## config.mk

```make
export PLATFORM = sky130hd
export DESIGN_NAME = ata_read_command_engine
export DESIGN_NICKNAME = d
export VERILOG_FILES = /design/src/rtl/ata_read_pkg.sv /design/src/rtl/ata_read_command_engine.sv
export SDC_FILE = /design/constraint.sdc
export NUM_CORES = 1
export LEC_CHECK = 0
export ABC_AREA = 1
export BUFFER_PORTS_ARGS = -buffer_cell sky130_fd_sc_hd__clkbuf_2
export CAP_MARGIN = 20
export CELL_PAD_IN_SITES_DETAIL_PLACEMENT = 1
export CELL_PAD_IN_SITES_GLOBAL_PLACEMENT = 2
export CORE_AREA = 2 2 190 210
export DETAILED_ROUTE_END_ITERATION = 8
export DIE_AREA = 0 0 192 212
export PLACE_DENSITY_LB_ADDON = 0.25
export SYNTH_ARGS = -nofsm -noshare
export SYNTH_HDL_FRONTEND = slang
export SYNTH_SLANG_ARGS = --single-unit
export TNS_END_PERCENT = 10
```

## constraint.sdc

```tcl
create_clock -name core_clk -period 3.6 [get_ports core_clk]
set_input_delay 0.54 -clock core_clk [delete_from_list [all_inputs] [get_ports core_clk]]
set_output_delay 0.54 -clock core_clk [all_outputs]
set_load 0.005 [all_outputs]
```

## src/rtl/ata_read_pkg.sv

```systemverilog
// shared constants, types and states of the read command engine
package ata_read_pkg;
	// task-file register offsets
	localparam logic [2:0]  OFS_DATA     = 3'h0;	// data word port
	localparam logic [2:0]  OFS_FEATURE  = 3'h1;	// write feature, read error
	localparam logic [2:0]  OFS_SEC_CNT  = 3'h2;	// transfer_sector_total
	localparam logic [2:0]  OFS_SEC_NUM  = 3'h3;	// start_sector_index
	localparam logic [2:0]  OFS_CYL_LO   = 3'h4;	// track_index_low
	localparam logic [2:0]  OFS_CYL_HI   = 3'h5;	// track_index_high
	localparam logic [2:0]  OFS_DEV_HEAD = 3'h6;	// unit_and_head_select
	localparam logic [2:0]  OFS_CMD      = 3'h7;	// write opcode, read status
	// opcodes
	localparam logic [7:0]  OP_IDLE_IMM_A = 8'h95;
	localparam logic [7:0]  OP_IDLE_IMM_B = 8'hE1;
	localparam logic [7:0]  OP_INIT_GEOM  = 8'h91;
	localparam logic [7:0]  OP_READ_DMA   = 8'hC8;
	localparam logic [7:0]  OP_READ_MULTI = 8'hC4;
	localparam logic [7:0]  OP_READ_SEC_A = 8'h20;
	localparam logic [7:0]  OP_READ_SEC_B = 8'h21;
	// status and error bit positions
	localparam int ST_BUSY = 7;
	localparam int ST_RDY  = 6;
	localparam int ST_DRQ  = 3;
	localparam int ST_CORR = 2;
	localparam int ST_ERR  = 0;
	localparam int ER_UNC  = 6;
	localparam int ER_ABRT = 2;
	// unit_and_head_select fields
	localparam int DH_LBA   = 6;
	localparam int DH_DRIVE = 4;
	// sizes and reset values
	localparam logic [7:0]  WORDS_LAST   = 8'hFF;	// 256 words of 16 bits per sector
	localparam logic [8:0]  FULL_COUNT   = 9'h100;	// count of zero means 256
	localparam logic [7:0]  DEF_SPT      = 8'h01;	// sectors per track after reset
	localparam logic [3:0]  DEF_MAX_HEAD = 4'h0;	// highest head index after reset
	// sector word as it arrives from the media side
	typedef struct packed {
		logic [15:0] data;	// payload word
		logic        err;	// media error seen on this sector
		logic        corr;	// error was corrected
	} media_word_t;
	// task-file address fields
	typedef struct packed {
		logic [3:0] head;	// head or address 27..24
		logic [7:0] cyl_hi;	// address 23..16
		logic [7:0] cyl_lo;	// address 15..8
		logic [7:0] sec;	// address 7..0
	} taskaddr_t;
	typedef enum logic [1:0] {M_SINGLE, M_MULTI, M_DMA} rmode_t;
	typedef enum logic [2:0] {S_IDLE, S_IDLE_IMM, S_FETCH, S_XFER, S_DONE} state_t;
endpackage

```

## src/rtl/ata_read_command_engine.sv

```systemverilog
// task-file read command engine with its sector word fifo
//
// Behaviour
// - idle immediate: busy, idle, unbusy, interrupt
// - geometry command loads sectors and heads
// - unit/head: bits7,5 one, LOGICAL_BLOCK_ADDRESSING, drive, nibble
// - address bytes form block address 23..0
// - reads move 1..256 sectors, zero means 256
// - DMA read: busy, fill buffer, then request
// - DMA request while data; strobe per word
// - DMA read interrupts only at end/error
// - registers hold last sector on success
// - error stops at failing sector address, multiple at block end
// - byte mode aborts DMA read
// - multiple read: blocks, interrupt per block
// - data request and interrupt per block start
// - full blocks then remainder partial block
// - unprogrammed or disabled multiple aborts
// - block error posted, block still moves
// - only correctable errors continue blocks
// - faulty sector data stays readable
// - single read: per-sector fill, request, interrupt

////////////////////////////////////////////////////////////////////////////////

module sector_fifo #(
	parameter int WIDTH = 18,	// word width
	parameter int DEPTH = 8	// words held
) (
	input  wire logic             core_clk,
	input  wire logic             rst_n,
	input  wire logic             flush,
	input  wire logic             in_valid,
	input  wire logic [WIDTH-1:0] in_data,
	output logic                  in_ready,
	output logic                  out_valid,
	output logic      [WIDTH-1:0] out_data,
	input  wire logic             out_ready
);
	localparam int AW = $clog2(DEPTH);
	logic [WIDTH-1:0] mem [DEPTH];	// word storage
	logic [AW-1:0]    wr_q;	// write pointer
	logic [AW-1:0]    rd_q;	// read pointer
	logic [AW:0]      cnt_q;	// words held
	logic [AW:0]      cnt_d;
	logic             full_q;	// registered so ready is a clean flop
	wire              push = in_valid & ~full_q;
	wire              pop  = out_valid & out_ready;
	assign cnt_d     = cnt_q + {{AW{1'b0}}, push} - {{AW{1'b0}}, pop};
	assign in_ready  = ~full_q;
	assign out_valid = (cnt_q != '0);
	assign out_data  = mem[rd_q];
	// storage is not reset, only the pointers and fill level
	always_ff @(posedge core_clk) begin
		if (push) begin
			mem[wr_q] <= in_data;
		end
	end
	// pointers and fill level
	always_ff @(posedge core_clk) begin
		if (!rst_n || flush) begin
			wr_q   <= '0;
			rd_q   <= '0;
			cnt_q  <= '0;
			full_q <= 1'b0;
		end else begin
			wr_q   <= push ? AW'(wr_q + 1'b1) : wr_q;
			rd_q   <= pop ? AW'(rd_q + 1'b1) : rd_q;
			cnt_q  <= cnt_d;
			full_q <= (cnt_d == (AW+1)'(DEPTH));
		end
	end
endmodule

////////////////////////////////////////////////////////////////////////////////

module ata_read_command_engine
	import ata_read_pkg::*;
#(
	parameter int FIFO_DEPTH = 8	// sector buffer words
) (
	input  wire logic        core_clk,
	input  wire logic        rst_n,
	input  wire logic [2:0]  reg_addr,
	input  wire logic        reg_wr,
	input  wire logic        reg_rd,
	input  wire logic [7:0]  reg_wdata,
	output logic      [15:0] reg_rdata_q,
	input  wire logic        byte_mode_en,
	input  wire logic [7:0]  multi_block_size,
	output logic             dma_request_q,
	input  wire logic        dma_acknowledge_n,
	input  wire logic        read_strobe_n,
	output logic      [15:0] dma_data_q,
	output logic             intrq_q,
	output logic             idle_state_q,
	output logic             fetch_req_q,
	output logic      [27:0] fetch_addr_q,
	input  wire logic        media_valid,
	input  wire media_word_t media_word,
	output logic             media_ready_q
);
	// next address after one sector, block or cylinder/head/sector
	function automatic taskaddr_t next_addr(input taskaddr_t a, input logic logical_block_addressing,
			input logic [7:0] spt, input logic [3:0] max_head);
		taskaddr_t n;
		n = a;
		if (logical_block_addressing) begin
			n = taskaddr_t'(a + 28'h000_0001);
		end else if (a.sec != spt) begin
			n.sec = a.sec + 8'h01;
		end else begin
			n.sec = 8'h01;
			if (a.head != max_head) begin
				n.head = a.head + 4'h1;
			end else begin
				n.head = 4'h0;
				{n.cyl_hi, n.cyl_lo} = {a.cyl_hi, a.cyl_lo} + 16'h0001;
			end
		end
		return n;
	endfunction

	////////////////////////////////////////////////////////////////////////////
	// task-file and control state
	state_t      state_q;	// sequencer state
	rmode_t      mode_q;	// read flavour in progress
	taskaddr_t   addr_q;	// current sector address
	logic [7:0]  sec_cnt_q;	// transfer_sector_total
	logic        lba_q;	// addressing mode bit
	logic        drive_q;	// drive select bit
	logic [7:0]  spt_q;	// sectors per track
	logic [3:0]  max_head_q;	// highest head index
	logic        busy_q, drq_q, err_q, corr_q, abrt_q, unc_q;
	logic [8:0]  sec_left_q;	// sectors still to move
	logic [7:0]  blk_left_q;	// sectors left in this block
	logic [7:0]  wcnt_q;	// words moved in this sector
	logic        sec_err_q, sec_corr_q;	// error seen on current sector
	logic        blk_stop_q;	// uncorrectable error inside block
	logic [2:0]  ack_sync_q, stb_sync_q;	// two sync stages plus history
	logic        ready_q;	// never driven or read; the media sees media_ready_q

	// fifo hookup
	logic        fifo_valid, fifo_in_ready;
	media_word_t fifo_head;
	logic        flush;

	// bus decode
	wire cmd_wr   = reg_wr && reg_addr == OFS_CMD && !busy_q;
	wire tf_wr    = reg_wr && !busy_q && !drq_q;
	wire stat_rd  = reg_rd && reg_addr == OFS_CMD;
	wire op_idle  = reg_wdata == OP_IDLE_IMM_A || reg_wdata == OP_IDLE_IMM_B;
	wire op_geom  = reg_wdata == OP_INIT_GEOM;
	wire op_dma   = reg_wdata == OP_READ_DMA;
	wire op_multi = reg_wdata == OP_READ_MULTI;
	wire op_sec   = reg_wdata == OP_READ_SEC_A || reg_wdata == OP_READ_SEC_B;
	// byte mode and an unset block size refuse their commands
	wire refuse   = (op_dma && byte_mode_en) || (op_multi && multi_block_size == '0);
	wire start_rd = cmd_wr && (op_dma || op_multi || op_sec) && !refuse;
	wire abort    = cmd_wr && !op_idle && !op_geom && !start_rd;

	// word movement: register read for pio, strobe release for dma
	wire in_xfer  = state_q == S_XFER;
	wire stb_rise = stb_sync_q[1] & ~stb_sync_q[2];
	wire dma_pop  = in_xfer && mode_q == M_DMA && !ack_sync_q[1] && stb_rise;
	wire pio_pop  = in_xfer && mode_q != M_DMA && drq_q && reg_rd && reg_addr == OFS_DATA;
	wire pop      = (dma_pop || pio_pop) && fifo_valid;
	wire sec_end  = pop && wcnt_q == WORDS_LAST;
	wire last_sec = sec_left_q == 9'h001;
	wire any_err  = sec_err_q | fifo_head.err;
	wire hard_err = any_err & ~(sec_corr_q | fifo_head.corr);
	// what happens at the end of a sector
	wire stop_now = (mode_q == M_DMA && hard_err) || (mode_q == M_SINGLE && any_err);
	wire blk_end  = blk_left_q == 8'h01;
	wire stop_blk = mode_q == M_MULTI && blk_end && (blk_stop_q || hard_err);
	wire finish   = sec_end && (last_sec || stop_now || stop_blk);
	wire advance  = sec_end && !finish;
	// single reads and block starts go back to busy, others keep streaming
	wire rebusy   = advance && (mode_q == M_SINGLE || (mode_q == M_MULTI && blk_end));
	wire go_xfer  = state_q == S_FETCH && fifo_valid;
	wire dma_req_d = in_xfer && mode_q == M_DMA && fifo_valid && !finish;
	wire int_set  = (state_q == S_IDLE_IMM) || abort || (cmd_wr && op_geom)
		|| (go_xfer && mode_q != M_DMA) || (finish && mode_q == M_DMA && !stop_now)
		|| (finish && mode_q == M_DMA && stop_now);
	assign flush  = finish || abort;

	// readback of the task file
	wire [7:0] status_v = {busy_q, ~busy_q, 2'b00, drq_q, corr_q, 1'b0, err_q};
	wire [7:0] error_v  = {1'b0, unc_q, 3'b000, abrt_q, 2'b00};
	wire [7:0] dh_v     = {1'b1, lba_q, 1'b1, drive_q, addr_q.head};
	logic [15:0] rd_mux;
	always_comb begin
		case (reg_addr)
			OFS_DATA:     rd_mux = fifo_head.data;
			OFS_FEATURE:  rd_mux = {8'h00, error_v};
			OFS_SEC_CNT:  rd_mux = {8'h00, sec_cnt_q};
			OFS_SEC_NUM:  rd_mux = {8'h00, addr_q.sec};
			OFS_CYL_LO:   rd_mux = {8'h00, addr_q.cyl_lo};
			OFS_CYL_HI:   rd_mux = {8'h00, addr_q.cyl_hi};
			OFS_DEV_HEAD: rd_mux = {8'h00, dh_v};
			default:      rd_mux = {8'h00, status_v};
		endcase
	end

	////////////////////////////////////////////////////////////////////////////
	// pin synchronisers; only stage two and later feed logic
	always_ff @(posedge core_clk) begin
		if (!rst_n) begin
			ack_sync_q <= 3'b111;
			stb_sync_q <= 3'b111;
		end else begin
			ack_sync_q <= {ack_sync_q[1:0], dma_acknowledge_n};
			stb_sync_q <= {stb_sync_q[1:0], read_strobe_n};
		end
	end

	// sequencer
	always_ff @(posedge core_clk) begin
		if (!rst_n) begin
			state_q <= S_IDLE;
			mode_q  <= M_SINGLE;
		end else begin
			case (state_q)
				S_IDLE: begin
					if (cmd_wr && op_idle) begin
						state_q <= S_IDLE_IMM;
					end else if (start_rd) begin
						state_q <= S_FETCH;
						mode_q  <= op_dma ? M_DMA : (op_multi ? M_MULTI : M_SINGLE);
					end
				end
				S_IDLE_IMM: state_q <= S_IDLE;
				S_FETCH:    state_q <= fifo_valid ? S_XFER : S_FETCH;
				S_XFER: begin
					if (finish) begin
						state_q <= S_DONE;
					end else if (rebusy) begin
						state_q <= S_FETCH;
					end
				end
				S_DONE:     state_q <= S_IDLE;
				default:    state_q <= S_IDLE;
			endcase
		end
	end

	// task-file registers, host writes and device updates
	always_ff @(posedge core_clk) begin
		if (!rst_n) begin
			addr_q     <= '0;
			sec_cnt_q  <= '0;
			lba_q      <= 1'b0;
			drive_q    <= 1'b0;
			spt_q      <= DEF_SPT;
			max_head_q <= DEF_MAX_HEAD;
		end else begin
			if (tf_wr && reg_addr == OFS_SEC_CNT) sec_cnt_q <= reg_wdata;
			if (tf_wr && reg_addr == OFS_SEC_NUM) addr_q.sec <= reg_wdata;
			if (tf_wr && reg_addr == OFS_CYL_LO) addr_q.cyl_lo <= reg_wdata;
			if (tf_wr && reg_addr == OFS_CYL_HI) addr_q.cyl_hi <= reg_wdata;
			if (tf_wr && reg_addr == OFS_DEV_HEAD) begin
				addr_q.head <= reg_wdata[3:0];
				lba_q       <= reg_wdata[DH_LBA];
				drive_q     <= reg_wdata[DH_DRIVE];
			end
			if (cmd_wr && op_geom) begin
				spt_q      <= sec_cnt_q;
				max_head_q <= addr_q.head;
			end
			// the sector that ends the read stays in place, others step on
			if (advance) addr_q <= next_addr(addr_q, lba_q, spt_q, max_head_q);
		end
	end

	// counters for sectors, blocks and words
	always_ff @(posedge core_clk) begin
		if (!rst_n) begin
			sec_left_q <= '0;
			blk_left_q <= '0;
			wcnt_q     <= '0;
		end else begin
			if (start_rd) begin
				sec_left_q <= (sec_cnt_q == '0) ? FULL_COUNT : {1'b0, sec_cnt_q};
				blk_left_q <= multi_block_size;
				wcnt_q     <= '0;
			end else begin
				if (pop) wcnt_q <= wcnt_q + 8'h01;
				if (advance) begin
					sec_left_q <= sec_left_q - 9'h001;
					blk_left_q <= blk_end ? multi_block_size : blk_left_q - 8'h01;
				end
			end
		end
	end

	// status, error and interrupt flags
	always_ff @(posedge core_clk) begin
		if (!rst_n) begin
			busy_q <= 1'b0; drq_q <= 1'b0; err_q <= 1'b0; corr_q <= 1'b0;
			abrt_q <= 1'b0; unc_q <= 1'b0; intrq_q <= 1'b0; idle_state_q <= 1'b0;
			sec_err_q <= 1'b0; sec_corr_q <= 1'b0; blk_stop_q <= 1'b0;
		end else begin
			// busy covers idle entry, command start and every return to S_FETCH
			busy_q <= (cmd_wr && (op_idle || start_rd)) || (go_xfer ? 1'b0 : busy_q && state_q
				== S_FETCH) || rebusy;
			drq_q  <= go_xfer || (drq_q && in_xfer && !finish && !rebusy);
			if (cmd_wr) begin
				err_q <= abort; abrt_q <= abort; unc_q <= 1'b0; corr_q <= 1'b0;
				idle_state_q <= op_idle;
			end else if (go_xfer && any_err) begin
				err_q  <= hard_err; unc_q <= hard_err; corr_q <= ~hard_err;
			end else if (sec_end && any_err) begin
				err_q  <= hard_err; unc_q <= hard_err; corr_q <= ~hard_err;
			end
			// per-sector error memory, refreshed as each sector starts
			sec_err_q  <= (advance || start_rd) ? 1'b0 : any_err && (go_xfer || in_xfer);
			sec_corr_q <= (advance || start_rd) ? 1'b0 : sec_corr_q | (pop & fifo_head.corr);
			blk_stop_q <= (start_rd || (advance && blk_end)) ? 1'b0 : blk_stop_q | (pop & hard_err);
			// a new event wins over the clear by status read
			intrq_q <= int_set || (intrq_q && !stat_rd && !cmd_wr);
		end
	end

	// flopped outputs toward the pins and the media side
	always_ff @(posedge core_clk) begin
		if (!rst_n) begin
			reg_rdata_q   <= '0;
			dma_request_q <= 1'b0;
			dma_data_q    <= '0;
			fetch_req_q   <= 1'b0;
			fetch_addr_q  <= '0;
			media_ready_q <= 1'b0;
		end else begin
			reg_rdata_q   <= reg_rd ? rd_mux : reg_rdata_q;
			dma_request_q <= dma_req_d;
			dma_data_q    <= fifo_head.data; // head stays put until strobe release
			fetch_req_q   <= start_rd || advance;
			fetch_addr_q  <= advance ? 28'(next_addr(addr_q, lba_q, spt_q, max_head_q)) : 28'(addr_q);
			// ready lags the fifo by a cycle, so a word is taken at most every other cycle
			media_ready_q <= fifo_in_ready && !(media_valid && media_ready_q);
		end
	end

	sector_fifo #(.WIDTH($bits(media_word_t)), .DEPTH(FIFO_DEPTH)) u_fifo (
		.core_clk  (core_clk),
		.rst_n     (rst_n),
		.flush     (flush),
		.in_valid  (media_valid && media_ready_q),
		.in_data   (media_word),
		.in_ready  (fifo_in_ready),
		.out_valid (fifo_valid),
		.out_data  (fifo_head),
		.out_ready (pop)
	);

	////////////////////////////////////////////////////////////////////////////
	// checks
	a_idle_busy_int: assert property (@(posedge core_clk) disable iff (!rst_n)
		cmd_wr && op_idle |-> ##1 busy_q ##1 (!busy_q && intrq_q && idle_state_q))
		else $error("idle immediate sequence wrong");
	a_geom_loaded: assert property (@(posedge core_clk) disable iff (!rst_n)
		cmd_wr && op_geom |=> spt_q == $past(sec_cnt_q) && max_head_q == $past(addr_q.head))
		else $error("geometry not loaded");
	a_count_zero: assert property (@(posedge core_clk) disable iff (!rst_n)
		start_rd && sec_cnt_q == 8'h00 |=> sec_left_q == 9'h100)
		else $error("zero count not 256");
	a_dma_req_data: assert property (@(posedge core_clk) disable iff (!rst_n)
		dma_request_q |-> $past(fifo_valid) && mode_q == M_DMA)
		else $error("dma request without data");
	a_dma_one_int: assert property (@(posedge core_clk) disable iff (!rst_n)
		$rose(intrq_q) && mode_q == M_DMA && !$past(cmd_wr) && !idle_state_q
		|-> state_q == S_DONE)
		else $error("dma interrupt mid transfer");
	a_byte_abort: assert property (@(posedge core_clk) disable iff (!rst_n)
		cmd_wr && op_dma && byte_mode_en |=> abrt_q && err_q && intrq_q && !busy_q)
		else $error("byte mode dma not aborted");
	a_multi_abort: assert property (@(posedge core_clk) disable iff (!rst_n)
		cmd_wr && op_multi && multi_block_size == 8'h00 |=> abrt_q && state_q == S_IDLE)
		else $error("multiple without block size accepted");
	a_drq_with_int: assert property (@(posedge core_clk) disable iff (!rst_n)
		$rose(drq_q) && mode_q != M_DMA |-> intrq_q && !busy_q)
		else $error("block start without interrupt");
	a_hold_last: assert property (@(posedge core_clk) disable iff (!rst_n)
		finish |=> addr_q == $past(addr_q))
		else $error("address moved past last sector");
	c_dma_done:   cover property (@(posedge core_clk) state_q == S_DONE && mode_q == M_DMA);
	c_multi_blk:  cover property (@(posedge core_clk) rebusy && mode_q == M_MULTI);
	c_media_err:  cover property (@(posedge core_clk) sec_end && any_err);
endmodule

```

## After elaboration in Yosys (flattened, before gate mapping)

Memory sizes are Yosys's and may differ from the RTL's. A register that Yosys moved wholly into a read port is not among the register bits.
Index checks and enable logic that the tools add are counted.

| storage, ports and cells | value |
|---|---|
| bits in writable memories | 144 |
| word-level logic and storage cells | 244 |
| input port bits | 45 |
| memories | 1 |
| bits in registers | 170 |
| output and inout bits | 65 |

| cells by class | value |
|---|---|
| multiplexer cells | 36 |
| reduce and logical (&&, ||, !) cells | 114 |
| bitwise logic cells | 17 |
| equal/unequal tests | 28 |
| $add $sub $neg | 11 |

Memories:

| name | words | bits a word | read ports | clocked after Yosys merged registers in | wr ports | RTL line | source |
|---|---|---|---|---|---|---|---|
| u_fifo.mem | 8 | 18 | 1 | 1 | 1 | ata_read_command_engine.sv:41 | `logic [WIDTH-1:0] mem [DEPTH];` |

Operators by type and width:

| cell | count |
|---|---|
| case mux 16 bit (7 select lines) | 1 |
| two-way mux 28 bit | 3 |
| two-way mux 8 bit | 7 |
| logical AND 1 bit | 55 |
| == test 8 bit (second input constant) | 6 |
| adder 28 x 1 -> 28 bit (second input constant) | 1 |
| two-way mux 9 bit | 3 |
| logical OR 1 bit | 26 |
| two-way mux 20 bit | 1 |
| two-way mux 3 bit | 6 |
| adder 16 x 1 -> 16 bit (second input constant) | 1 |
| adder 8 x 1 -> 8 bit (second input constant) | 2 |
| == test 8 x 6 -> 1 bit (second input constant) | 2 |
| logical NOT 8 bit | 2 |
| two-way mux 16 bit | 1 |
| logical NOT 1 bit | 14 |
| == test 3 x 2 -> 1 bit (second input constant) | 4 |
| == test 3 bit (second input constant) | 4 |
| nonzero test 2 bit | 6 |
| two-way mux 1 bit | 10 |
| == test 9 x 1 -> 1 bit (second input constant) | 1 |
| case mux 3 bit (3 select lines) | 1 |
| subtractor 9 x 1 -> 9 bit (second input constant) | 1 |
| == test 8 x 1 -> 1 bit (second input constant) | 1 |
| other kinds (26) | 47 |

## Depth between registers and ports, before layout

Gate-level depths: netlist of run 1.

| depth | value |
|---|---|
| depth in word-level cells | 15 |
| mapped depth | 17 |

## Modules after synthesis

A second synthesis of run 1 with hierarchy kept.

| second synthesis, totals | value |
|---|---|
| cells, all modules | 1990 |
| area, all modules | 15449.8 sq um |

By module, submodules not included:

| module | area each (sq um) | times used | cells each | seq. area each (sq um) |
|---|---|---|---|---|
| ata_read_command_engine | 8574.5 | 1 | 1303 | 3183.1 |
| sector_fifo | 6875.3 | 1 | 687 | 4604.4 |

## Worst setup path before layout of run 1

OpenSTA, ideal clock, no wires.

| timing | value |
|---|---|
| path type | input to register |
| start | input port reg_rd |
| end | register u_fifo.full_q |
| stages on the path | 14 |
| path buffers | 2 |
| setup slack | 0.929 ns |
| data arrival time | 2.593 ns |
| required time | 3.522 ns |
| cell sequence | buf_2 nand2_1 nor2_1 nand3_1 nand2_1 clkbuf_1 ha_1 inv_1 ha_1 inv_1 fa_1 xor2_1 nand3_1 nor3_1 |

| between the ends | value |
|---|---|
| cells in the longest elaborated chain, start to end | 8 |
| elaborated cells between the ends (all ways) | 11 |
| those cells by class | add/sub (1); eq/ne (1); bitwise (1); reduce/logical (8) |

RTL lines:

| element | RTL line | source |
|---|---|---|
| start, declared | ata_read_command_engine.sv:86 | `input wire logic reg_rd,` |
| logical AND 1 bit (*) (2 in series) | ata_read_command_engine.sv:166 | `wire pio_pop = in_xfer && mode_q != M_DMA && drq_q && reg_rd && reg_addr == OFS_DATA;` |
| logical OR 1 bit (*) | ata_read_command_engine.sv:167 | `wire pop = (dma_pop \|\| pio_pop) && fifo_valid;` |
| logical AND 1 bit (*) | ata_read_command_engine.sv:167 |  |
| net pop | ata_read_command_engine.sv:167 |  |
| parallel branches: the longest is 4 deep, another holds subtractor 4 x 1 -> 4 bit | n/a |  |
| end signal, assigned | ata_read_command_engine.sv:70 | `full_q <= (cnt_d == (AW+1)'(DEPTH));` |
| end, declared | ata_read_command_engine.sv:46 | `logic full_q;` |

Mark *: on every way through the listed nets, which the timed path passes.
A chain may end at the register's enable or synchronous reset.

==> reports/results.ini, run 1 <==
[drt]
wl_met1_um = 20900
viasPerCell = 5.26
wl_met3_um = 2320
met2WireLength_um = 23500
drt-total-wl_um = 48400
drc_errors = 0
top_layer_used = met5
vias = 12800
drt-initial-drc-count = 772
post_drt_wl_per_cell_um = 19.9
firstDrtPassIters = 5
ant_nets = 0

[clock_network]
clk_pin_slew_ps = 60
post_cts_buffers = 0
numClockSinks = 317
worstSkewPairLatency_ps = 530
cts-root-buf = clkbuf_16
htreeDepth = 2
cts_buffers = 36
clock_path_buffers = 3
holdBufCountCts = 0
post_cts_resized = 0
cts_tree = built

[die]
row_count = 76
die_h_um = 212
start_util_pct = 38.4
core_area_um2 = 38800
die_area_um2 = 40700
die_w_um = 192
pin_count = 110

[worst_setup_path]
slowest_stage = nand2_1
r2r_setup_slack_ps = 750
worstPathRequired_ps = 4000
critPathMaxFanout = 27
cp_common_cell = nand2_1
slowest_delay_ps = 410
path_cells = buf_4, nand2_1, nand2_1, nand2_1, nand3_1, nand2_1, nand3_1, nand2_1, nand2_1, nand3_4, nand2_1, inv_1, nor2_1, nor2_1
startpoint_type = register
crit_type = reg -> reg
critPathArrivalTime_ps = 3260
endpoint_kind = register

[logic_synthesis]
synth_edf_count = 144
yosysUniqueCellTypes = 52
yosys_register_bits = 317
synth_area_um2 = 14900
ys.flop_type = dfxtp_1
netlist_instances = 1809
ys_seq_area_share_pct = 52.3
yosysWarnings = 0
synth_fp_nets = 1870
synth.avg_cell_area_um2 = 8.23
async_flop_share_pct = 0

[worst_hold_path]
worstHoldStart = dma_acknowledge_n
min_path_type = in -> reg

[placement]
post_dp_cell_area_um2 = 15900
dp_worst_setup_slack_ps = 565
place_hpwl_um = 34200
routabilityCongestion = 0.877
port_buffers = 109

[cells_and_area]
layout_common_cells = nand2_1, nor2_1, dfxtp_1, inv_1, o21ai_0
final_util_pct = 44.1
n_antenna_cell = 0
final_common_cell = nand2_1
design_area_um2 = 17100
area_growth_pct = 14.9
drive_gt1_share_pct = 12.3
fin_nets = 1961

[sta]
hold_violations = 0
clock.fmax_mhz = 350
period_share_pct = 79.3
tns_ps = 0
relSlewSlack_pct = 56.1
max_slew.worst_pin.slew_ps = 643
clock_skew_ps = 20.9
period_needed_ps = 2850
rsz0062_at_grt = no
slew_violations = 0
setup_viol = 0
postLayoutSetupSlackWorst_ps = 745

[global_route]
grt_pass1_wl_um = 74700
grt_overflow = 0
grt_pass1_vias = 13000
antenna_found_initial = 2
grt.total_usage_pct = 24.1
grt_max_degree = 65

[job]
drv_cap = 0

[status]
status = complete, no violations

[pwr]
p_leak_uw = 0.00700
power.density_nw_per_um2 = 472
ir_drop_mv = 0.432

-- layout make-up --
| class | instances | area, um2 |
|---|---|---|
| Timing Repair Buffer | 142 | 793 |
| Sequential cell | 317 | 7790 |
| Tap cell | 507 | 634 |
| Fill cell | 4687 | 21700 |
| Clock buffer | 53 | 1060 |
| Multi-Input combinational cell | 1228 | 6050 |
| Clock inverter | 11 | 126 |
| Inverter | 175 | 657 |
-- metrics by stage --
step / power (uW) / instances / hold slack (ps)
4_1_cts: 8170 / 2433 / 203
6_report: 8080 / 2433 / 220
5_1_grt: 8370 / 2433 / 215
2_1_floorplan: 4230 / 1809 / 390
3_5_place_dp: 4460 / 2369 / 403
3_3_place_gp: 4450 / 2369 / 395
-- cell usage after synthesis (all sizes together) (3+ instances only) --
master | count | area (um2)
ha | 15 | 188
o221ai | 5 | 43.8
o21a | 4 | 30.0
a21oi | 91 | 467
dfxtp | 173 | 3460
or2 | 12 | 77.6
xnor2 | 12 | 105
nor3 | 23 | 125
nand3 | 114 | 593
buf | 42 | 225
xor2 | 44 | 385
nor4 | 10 | 92.6
o21ai | 159 | 796
a221oi | 3 | 26.3
nand2 | 431 | 1620
nand4 | 23 | 171
o22ai | 43 | 269
edfxtp | 144 | 4320
nor2 | 213 | 836
o32ai | 8 | 70.1
inv | 174 | 653
clkbuf | 47 | 176
-- state kept, by name, summed over array words and instances, names as in the netlist, 2 cells and up, named ones only --
register,cells
state_q,3
fetch_addr_q,28
addr_q,28
reg_rdata_q,16
max_head_q,4
u_fifo.rd_q,3
sec_left_q,9
u_fifo.cnt_q,4
sec_cnt_q,8
u_fifo.mem,144
blk_left_q,8
spt_q,8
ack_sync_q,2
wcnt_q,8
mode_q,2
dma_data_q,16
stb_sync_q,3
u_fifo.wr_q,3
-- worst max-delay path, delay by kind of cell (launching register included) --
| family | cells | cell delay, ps |
|---|---|---|
| buffers and inverters | 2 | 550 |
| flip-flops | 1 | 360 |
| AND/OR/NAND/NOR | 12 | 1800 |
-- final timing paths --
path / to / depth (start not counted)
hold reg to reg: stb_sync_q[2] / 2
setup reg to reg: addr_q[6] / 14
hold / removal: ack_sync_q[0] / 2
setup / recovery: addr_q[6] / 14
-- logic make-up (layout without fill, tap and decap cells) --
kind of cell	after synthesis	count (layout)	share of synthesized area, %
adders and majority gates	16	16	1.39
xor gates and xnor gates	56	56	3.29
DFF	317	317	52.3
AOI/OAI and AO/OA	324	324	12.0
and+or+nand+nor	832	832	23.9
buffers and inverters	264	381	7.11
-- layer usage --
metal,global-route usage (%),up-vias
li1,-,6186
met1,30.3,6243
met2,41.9,279
met3,3.60,82
met4,8.63,2
met5,0,-
-- power breakdown --
part / internal, uW / total [uW] / leakage [uW] / switching [uW]
combinational: 146 / 479 / 0.00373 / 333
sequential: 3840 / 3910 / 0.00270 / 63.5
clock: 2240 / 3690 / 0.000575 / 1450
Power figures use the tool's default switching activity.
==> run 2, diff against run 1 <==
CORE_AREA = 2 2 195 216   (was 2 2 190 210)
DIE_AREA = 0 0 197 218   (was 0 0 192 212)
clock period = 2.8 ns   (was 3.6 ns; I/O delays follow)
==> run 2 against run 1 <==
Via count rose by 0.78%. Sequential power rose by 28%. Global-route usage shrank 0.61 points. Combinational power up 34%. Core utilization shrank 1.5 points. First-iteration DRC count fell by 19%. Largest cell class unchanged.
==> reports/results.ini, run 2 (synthesis results as in run 1) <==
[clock_network]
post_cts_buffers = 0  ; unchanged
post_cts_resized = 0  ; unchanged
clk_pin_slew_ps = 60  ; about the same
holdBufCountCts = 0  ; unchanged
cts_tree = built
htreeDepth = 2  ; unchanged
worstSkewPairLatency_ps = 560  ; +30 ps
numClockSinks = 317  ; unchanged
cts_buffers = 36  ; unchanged
cts-root-buf = clkbuf_16
clock_path_buffers = 3  ; unchanged

[placement]
port_buffers = 109  ; unchanged
dp_worst_setup_slack_ps = 129  ; -437 ps
place_hpwl_um = 35600  ; +3.9%
post_dp_cell_area_um2 = 16100  ; +1.3%
routabilityCongestion = 0.887  ; +1.1%

[cells_and_area]
n_antenna_cell = 0  ; unchanged
top_register = u_fifo.mem
design_area_um2 = 17400  ; +1.6%
fin_nets = 1986  ; +1.3%
largest_reg_flops = 144  ; unchanged
reg_top3 = u_fifo.mem: 144 flops, addr_q: 28 flops, fetch_addr_q: 28 flops
final_common_cell = nand2_1
layout_common_cells = nand2_1, nor2_1, dfxtp_1, inv_1, o21ai_0
area_growth_pct = 16.6
drive_gt1_share_pct = 13.7  ; +1.4 points

[worst_setup_path]
crit_path_end = addr_q[11]
slowest_stage = dfxtp_2
path_depth = 15  ; +1
r2r_setup_slack_ps = 260  ; -480 ps
crit_type = reg -> reg
endpoint_kind = register
rr_endpoint = addr_q[11]
critPathMaxFanout = 17  ; -37%
critPathArrivalTime_ps = 3040  ; -220 ps
slowest_delay_ps = 430  ; +20 ps
path_cells = inv_2, nand2_1, nand3_1, nand3_1, nand3_2, a21oi_1, nand2_1, inv_1, nand3_4, inv_2, buf_4, nand2_1, nand2_1, nor2_1, nor2_1
worstPathRequired_ps = 3300  ; -700 ps
startpoint_type = register
cpLargestDelayFamily = simple AND/OR/NAND/NOR gates
cp_common_cell = nand2_1
worstRegToRegCells = 15  ; +1
critPathBufInv = 4  ; +2

[sta]
slew_violations = 0  ; unchanged
max_slew.worst_pin.slew_ps = 797  ; +154 ps
rsz0062_at_grt = yes
clock_skew_ps = 28.4  ; +7.56 ps
postLayoutSetupSlackWorst_ps = 260  ; -485 ps
clock.fmax_mhz = 394  ; +12%
relSlewSlack_pct = 45.5  ; -11 points
hold_violations = 0  ; unchanged
setup_viol = 0  ; unchanged
period_needed_ps = 2540  ; -315 ps
period_share_pct = 90.7  ; +11 points
timing.hold.ws_ps = 99.3  ; -121 ps

[status]
status = complete, no violations

[die]
row_count = 78  ; +2.6%
die_h_um = 218  ; +2.8%
core_area_um2 = 40800  ; +5.1%
die_w_um = 197  ; +2.6%
pin_count = 110  ; unchanged
start_util_pct = 36.5  ; -1.9 points
die_area_um2 = 42900  ; +5.5%

[pwr]
power.density_nw_per_um2 = 607  ; +29%
p_leak_uw = 0.00716  ; +2.2%
ir_drop_mv = 0.545  ; +26%
p_total_uw = 10500  ; +31%

[drt]
ant_nets = 0  ; unchanged
firstDrtPassIters = 7  ; +2
drc_errors = 0  ; unchanged
viasPerCell = 5.21  ; -0.85%
drt-total-wl_um = 49800  ; +3.0%
post_drt_wl_per_cell_um = 20.1  ; +1.3%
drt-initial-drc-count = 622  ; -19%
vias = 12900  ; +0.78%

[job]
drv_cap = 0  ; unchanged

[global_route]
grt_pass1_vias = 13200  ; +1.3%
grt_pass1_wl_um = 77300  ; +3.5%
grt_overflow = 0  ; unchanged
grt_max_degree = 81  ; +25%
grt.total_usage_pct = 23.5  ; -0.61 points
antenna_found_initial = 0  ; -2

[worst_hold_path]
whs_path_depth = 2  ; unchanged
min_path_type = in -> reg

run 2: cell types whose count changed in the layout (fill, tap and decap cells not counted), sizes merged:
cell / previous run / this run
buf: 33 / 58
clkbuf: 162 / 158
clkinv: 8 / 12
bufinv: 3 / 4
inv: 174 / 175
run 2: per-stage QoR:
stage	util, %	setup TNS [ps]	cells
finish	42.6	0	2473
global route	42.6	-10.2	2473
CTS	42.6	0	2473
detailed placement	39.6	0	2407
global placement	39.6	0	2407
floorplan	-	0	1809
run 2: area by class of cell:
class / count / area, um2
multi-input cells: 1228 / 6060
flip-flops and latches: 317 / 7790
fillers: 4925 / 23400
inverters: 175 / 657
clock buffers: 49 / 1000
well taps: 520 / 651
repair buffers: 167 / 997
clock inverters: 17 / 220
run 2: per-layer routing:
metal	routed length, um	track usage [%]
met1	21700	29.3
met2	24800	41.4
met3	2060	3.88
met4	1270	7.12
met5	0	0
run 2: where the power goes:
group | switching (uW) | internal, uW | total [uW]
clock | 1990 | 2900 | 4890
sequential | 67.1 | 4940 | 5010
combinational | 443 | 202 | 644
run 2: worst min-delay path by stage:
stage	from	end	slack (ps)
2_1_floorplan	u_fifo.full_q	media_ready_q	390
3_3_place_gp	ack_sync_q[0]	ack_sync_q[1]	390
3_5_place_dp	ack_sync_q[0]	ack_sync_q[1]	400
4_1_cts	read_strobe_n	stb_sync_q[0]	70
5_1_grt	read_strobe_n	stb_sync_q[0]	90
6_report	read_strobe_n	stb_sync_q[0]	100
run 2: worst register-to-register path: stages, from the launching register on:
cell     delay [ps]
dfxtp_2         430
inv_2           170
nand2_1         110
nand3_1          70
nand3_1         100
nand3_2         150
a21oi_1         190
nand2_1         110
inv_1           150
nand3_4         200
inv_2           340
buf_4           220
nand2_1          70
nand2_1          70
nor2_1           50
nor2_1           80
==> run 3, diff against run 2 <==
clock period = 2.7 ns   (was 2.8 ns; I/O delays follow)
==> run 3 against run 2 <==
Via count is 0.73% lower. Core utilization up 0.23 points. Die area is the same. Sequential cell count did not move. Largest cell class unchanged. Highest routed layer unchanged.
==> reports/results.ini, run 3 (synthesis results as in run 1) <==
[worst_setup_path]
endpoint_kind = register
worstPathRequired_ps = 3190  ; -110 ps
rr_endpoint = u_fifo.full_q
worstSetupStartpoint = mode_q[0]
crit_type = reg -> reg
startpoint_type = register
worstRegToRegCells = 14  ; -1
r2r_setup_slack_ps = 240  ; -20 ps
worstReg2RegStart = mode_q[0]
critPathMaxFanout = 4  ; -13
critPathArrivalTime_ps = 2950  ; -90 ps

[job]
drv_cap = 0  ; unchanged

[clock_network]
clock_path_buffers = 3  ; unchanged
holdBufCountCts = 0  ; unchanged
cts_tree = built
cts-root-buf = clkbuf_16
numClockSinks = 317  ; unchanged
htreeDepth = 2  ; unchanged
clk_pin_slew_ps = 60  ; about the same
post_cts_buffers = 0  ; unchanged
cts_buffers = 37  ; +2.8%
post_cts_resized = 0  ; unchanged
worstSkewPairLatency_ps = 580  ; +20 ps

[worst_hold_path]
worstHoldStart = read_strobe_n
min_path_type = in -> reg
whs_path_depth = 2  ; unchanged
hold_end = stb_sync_q[0]

[drt]
firstDrtPassIters = 5  ; -2
vias = 12800  ; -0.73%
post_drt_wl_per_cell_um = 19.5  ; -3.0%
drt-total-wl_um = 48600  ; -2.5%
drc_errors = 0  ; unchanged
viasPerCell = 5.15  ; -1.2%
ant_nets = 0  ; unchanged
drt-initial-drc-count = 688  ; +11%

[cells_and_area]
final_common_cell = nand2_1
layoutNonFillerInstCount = 2486  ; +0.53%
layout_common_cells = nand2_1, nor2_1, dfxtp_1, inv_1, o21ai_0
area_growth_pct = 17.3
reg_top3 = u_fifo.mem: 144 flops, addr_q: 28 flops, fetch_addr_q: 28 flops
fillers = 4951  ; +0.53%
multi_input_area_um2 = 6060  ; about the same
regArea_um2 = 7790  ; about the same
n_antenna_cell = 0  ; unchanged
drive_gt1_share_pct = 14.1  ; +0.42 points
largest_reg_flops = 144  ; unchanged
fin_nets = 1999  ; +0.65%
top_register = u_fifo.mem

[sta]
clock_skew_ps = 35.7  ; +7.30 ps
max_slew.worst_pin.slew_ps = 612  ; -185 ps
hold_violations = 0  ; unchanged
slew_violations = 0  ; unchanged
clock.fmax_mhz = 407  ; +3.4%
period_needed_ps = 2460  ; -82.5 ps
tns_ps = 0  ; unchanged
rsz0062_at_grt = no
relSlewSlack_pct = 58.1  ; +13 points
period_share_pct = 91.0  ; +0.30 points
setup_viol = 0  ; unchanged

[pwr]
p_leak_uw = 0.00722  ; +0.81%
ir_drop_mv = 0.597  ; +9.5%
power.density_nw_per_um2 = 614  ; +1.2%

[global_route]
grt.total_usage_pct = 23.0  ; -0.48 points
grt_pass1_wl_um = 75700  ; -2.0%
grt_overflow = 0  ; unchanged
grt_max_degree = 61  ; -25%
grt_pass1_vias = 13100  ; -0.78%
antenna_found_initial = 0  ; unchanged

[placement]
routabilityCongestion = 0.862  ; -2.8%
dp_cells = 2419  ; +0.50%
port_buffers = 109  ; unchanged
place_hpwl_um = 35000  ; -1.6%

[die]
die_h_um = 218  ; unchanged
die_w_um = 197  ; unchanged
row_count = 78  ; unchanged
start_util_pct = 36.5  ; unchanged
die_area_um2 = 42900  ; unchanged
core_area_um2 = 40800  ; unchanged
pin_count = 110  ; unchanged

[status]
status = complete, no violations

[run 3: critical path, cell delays in order, from the launching register on]
cell     delay, ps
dfxtp_1        370
inv_1           70
nand2_1        120
inv_1          110
nor2_1         100
nand3_1        110
nand2_1        160
ha_1           250
inv_1           60
ha_1           150
inv_1           50
fa_1           370
xor2_1         200
nand3_1        100
nor3_1         160
[run 3: power breakdown]
part           total, uW  switching [uW]  internal [uW]
logic                681             461            221
clock network       4850            2090           2760
registers           5190            68.1           5120
total              10700            2620           8100
[run 3: how the worst max path moves through the flow]
stage                          to
global route        u_fifo.full_q
finish              u_fifo.full_q
floorplan           u_fifo.full_q
CTS                 u_fifo.full_q
detailed placement       register
global placement    u_fifo.full_q
[run 3: layer usage]
metal	wire [um]	track usage (%)
met4	1220	7.67
met3	1730	3.12
met2	24200	40.4
met1	21500	29.0
met5	0	0
[run 3: area by class of cell]
cell class / count / area share (%)
Sequential cell: 317 / 44.6
Multi-Input combinational cell: 1228 / 34.7
Timing Repair Buffer: 179 / 6.42
Clock buffer: 52 / 5.80
Inverter: 175 / 3.76
Tap cell: 520 / 3.73
Clock inverter: 15 / 0.981
[run 3: per-stage QoR]
stage / utilization, % / power [uW] / hold slack [ps] / instance area (um2) / worst slack [ps]
after global routing: 42.8 / 11100 / 56.1 / 17500 / 20.0
after CTS: 42.8 / 10900 / 40.3 / 17500 / 147
after global placement: 39.9 / 5960 / 394 / 16300 / 139
after detailed placement: 39.9 / 5970 / 405 / 16300 / 29.6
final: 42.8 / 10700 / 75.0 / 17500 / 243
after floorplan: - / 5640 / 390 / 14900 / 164
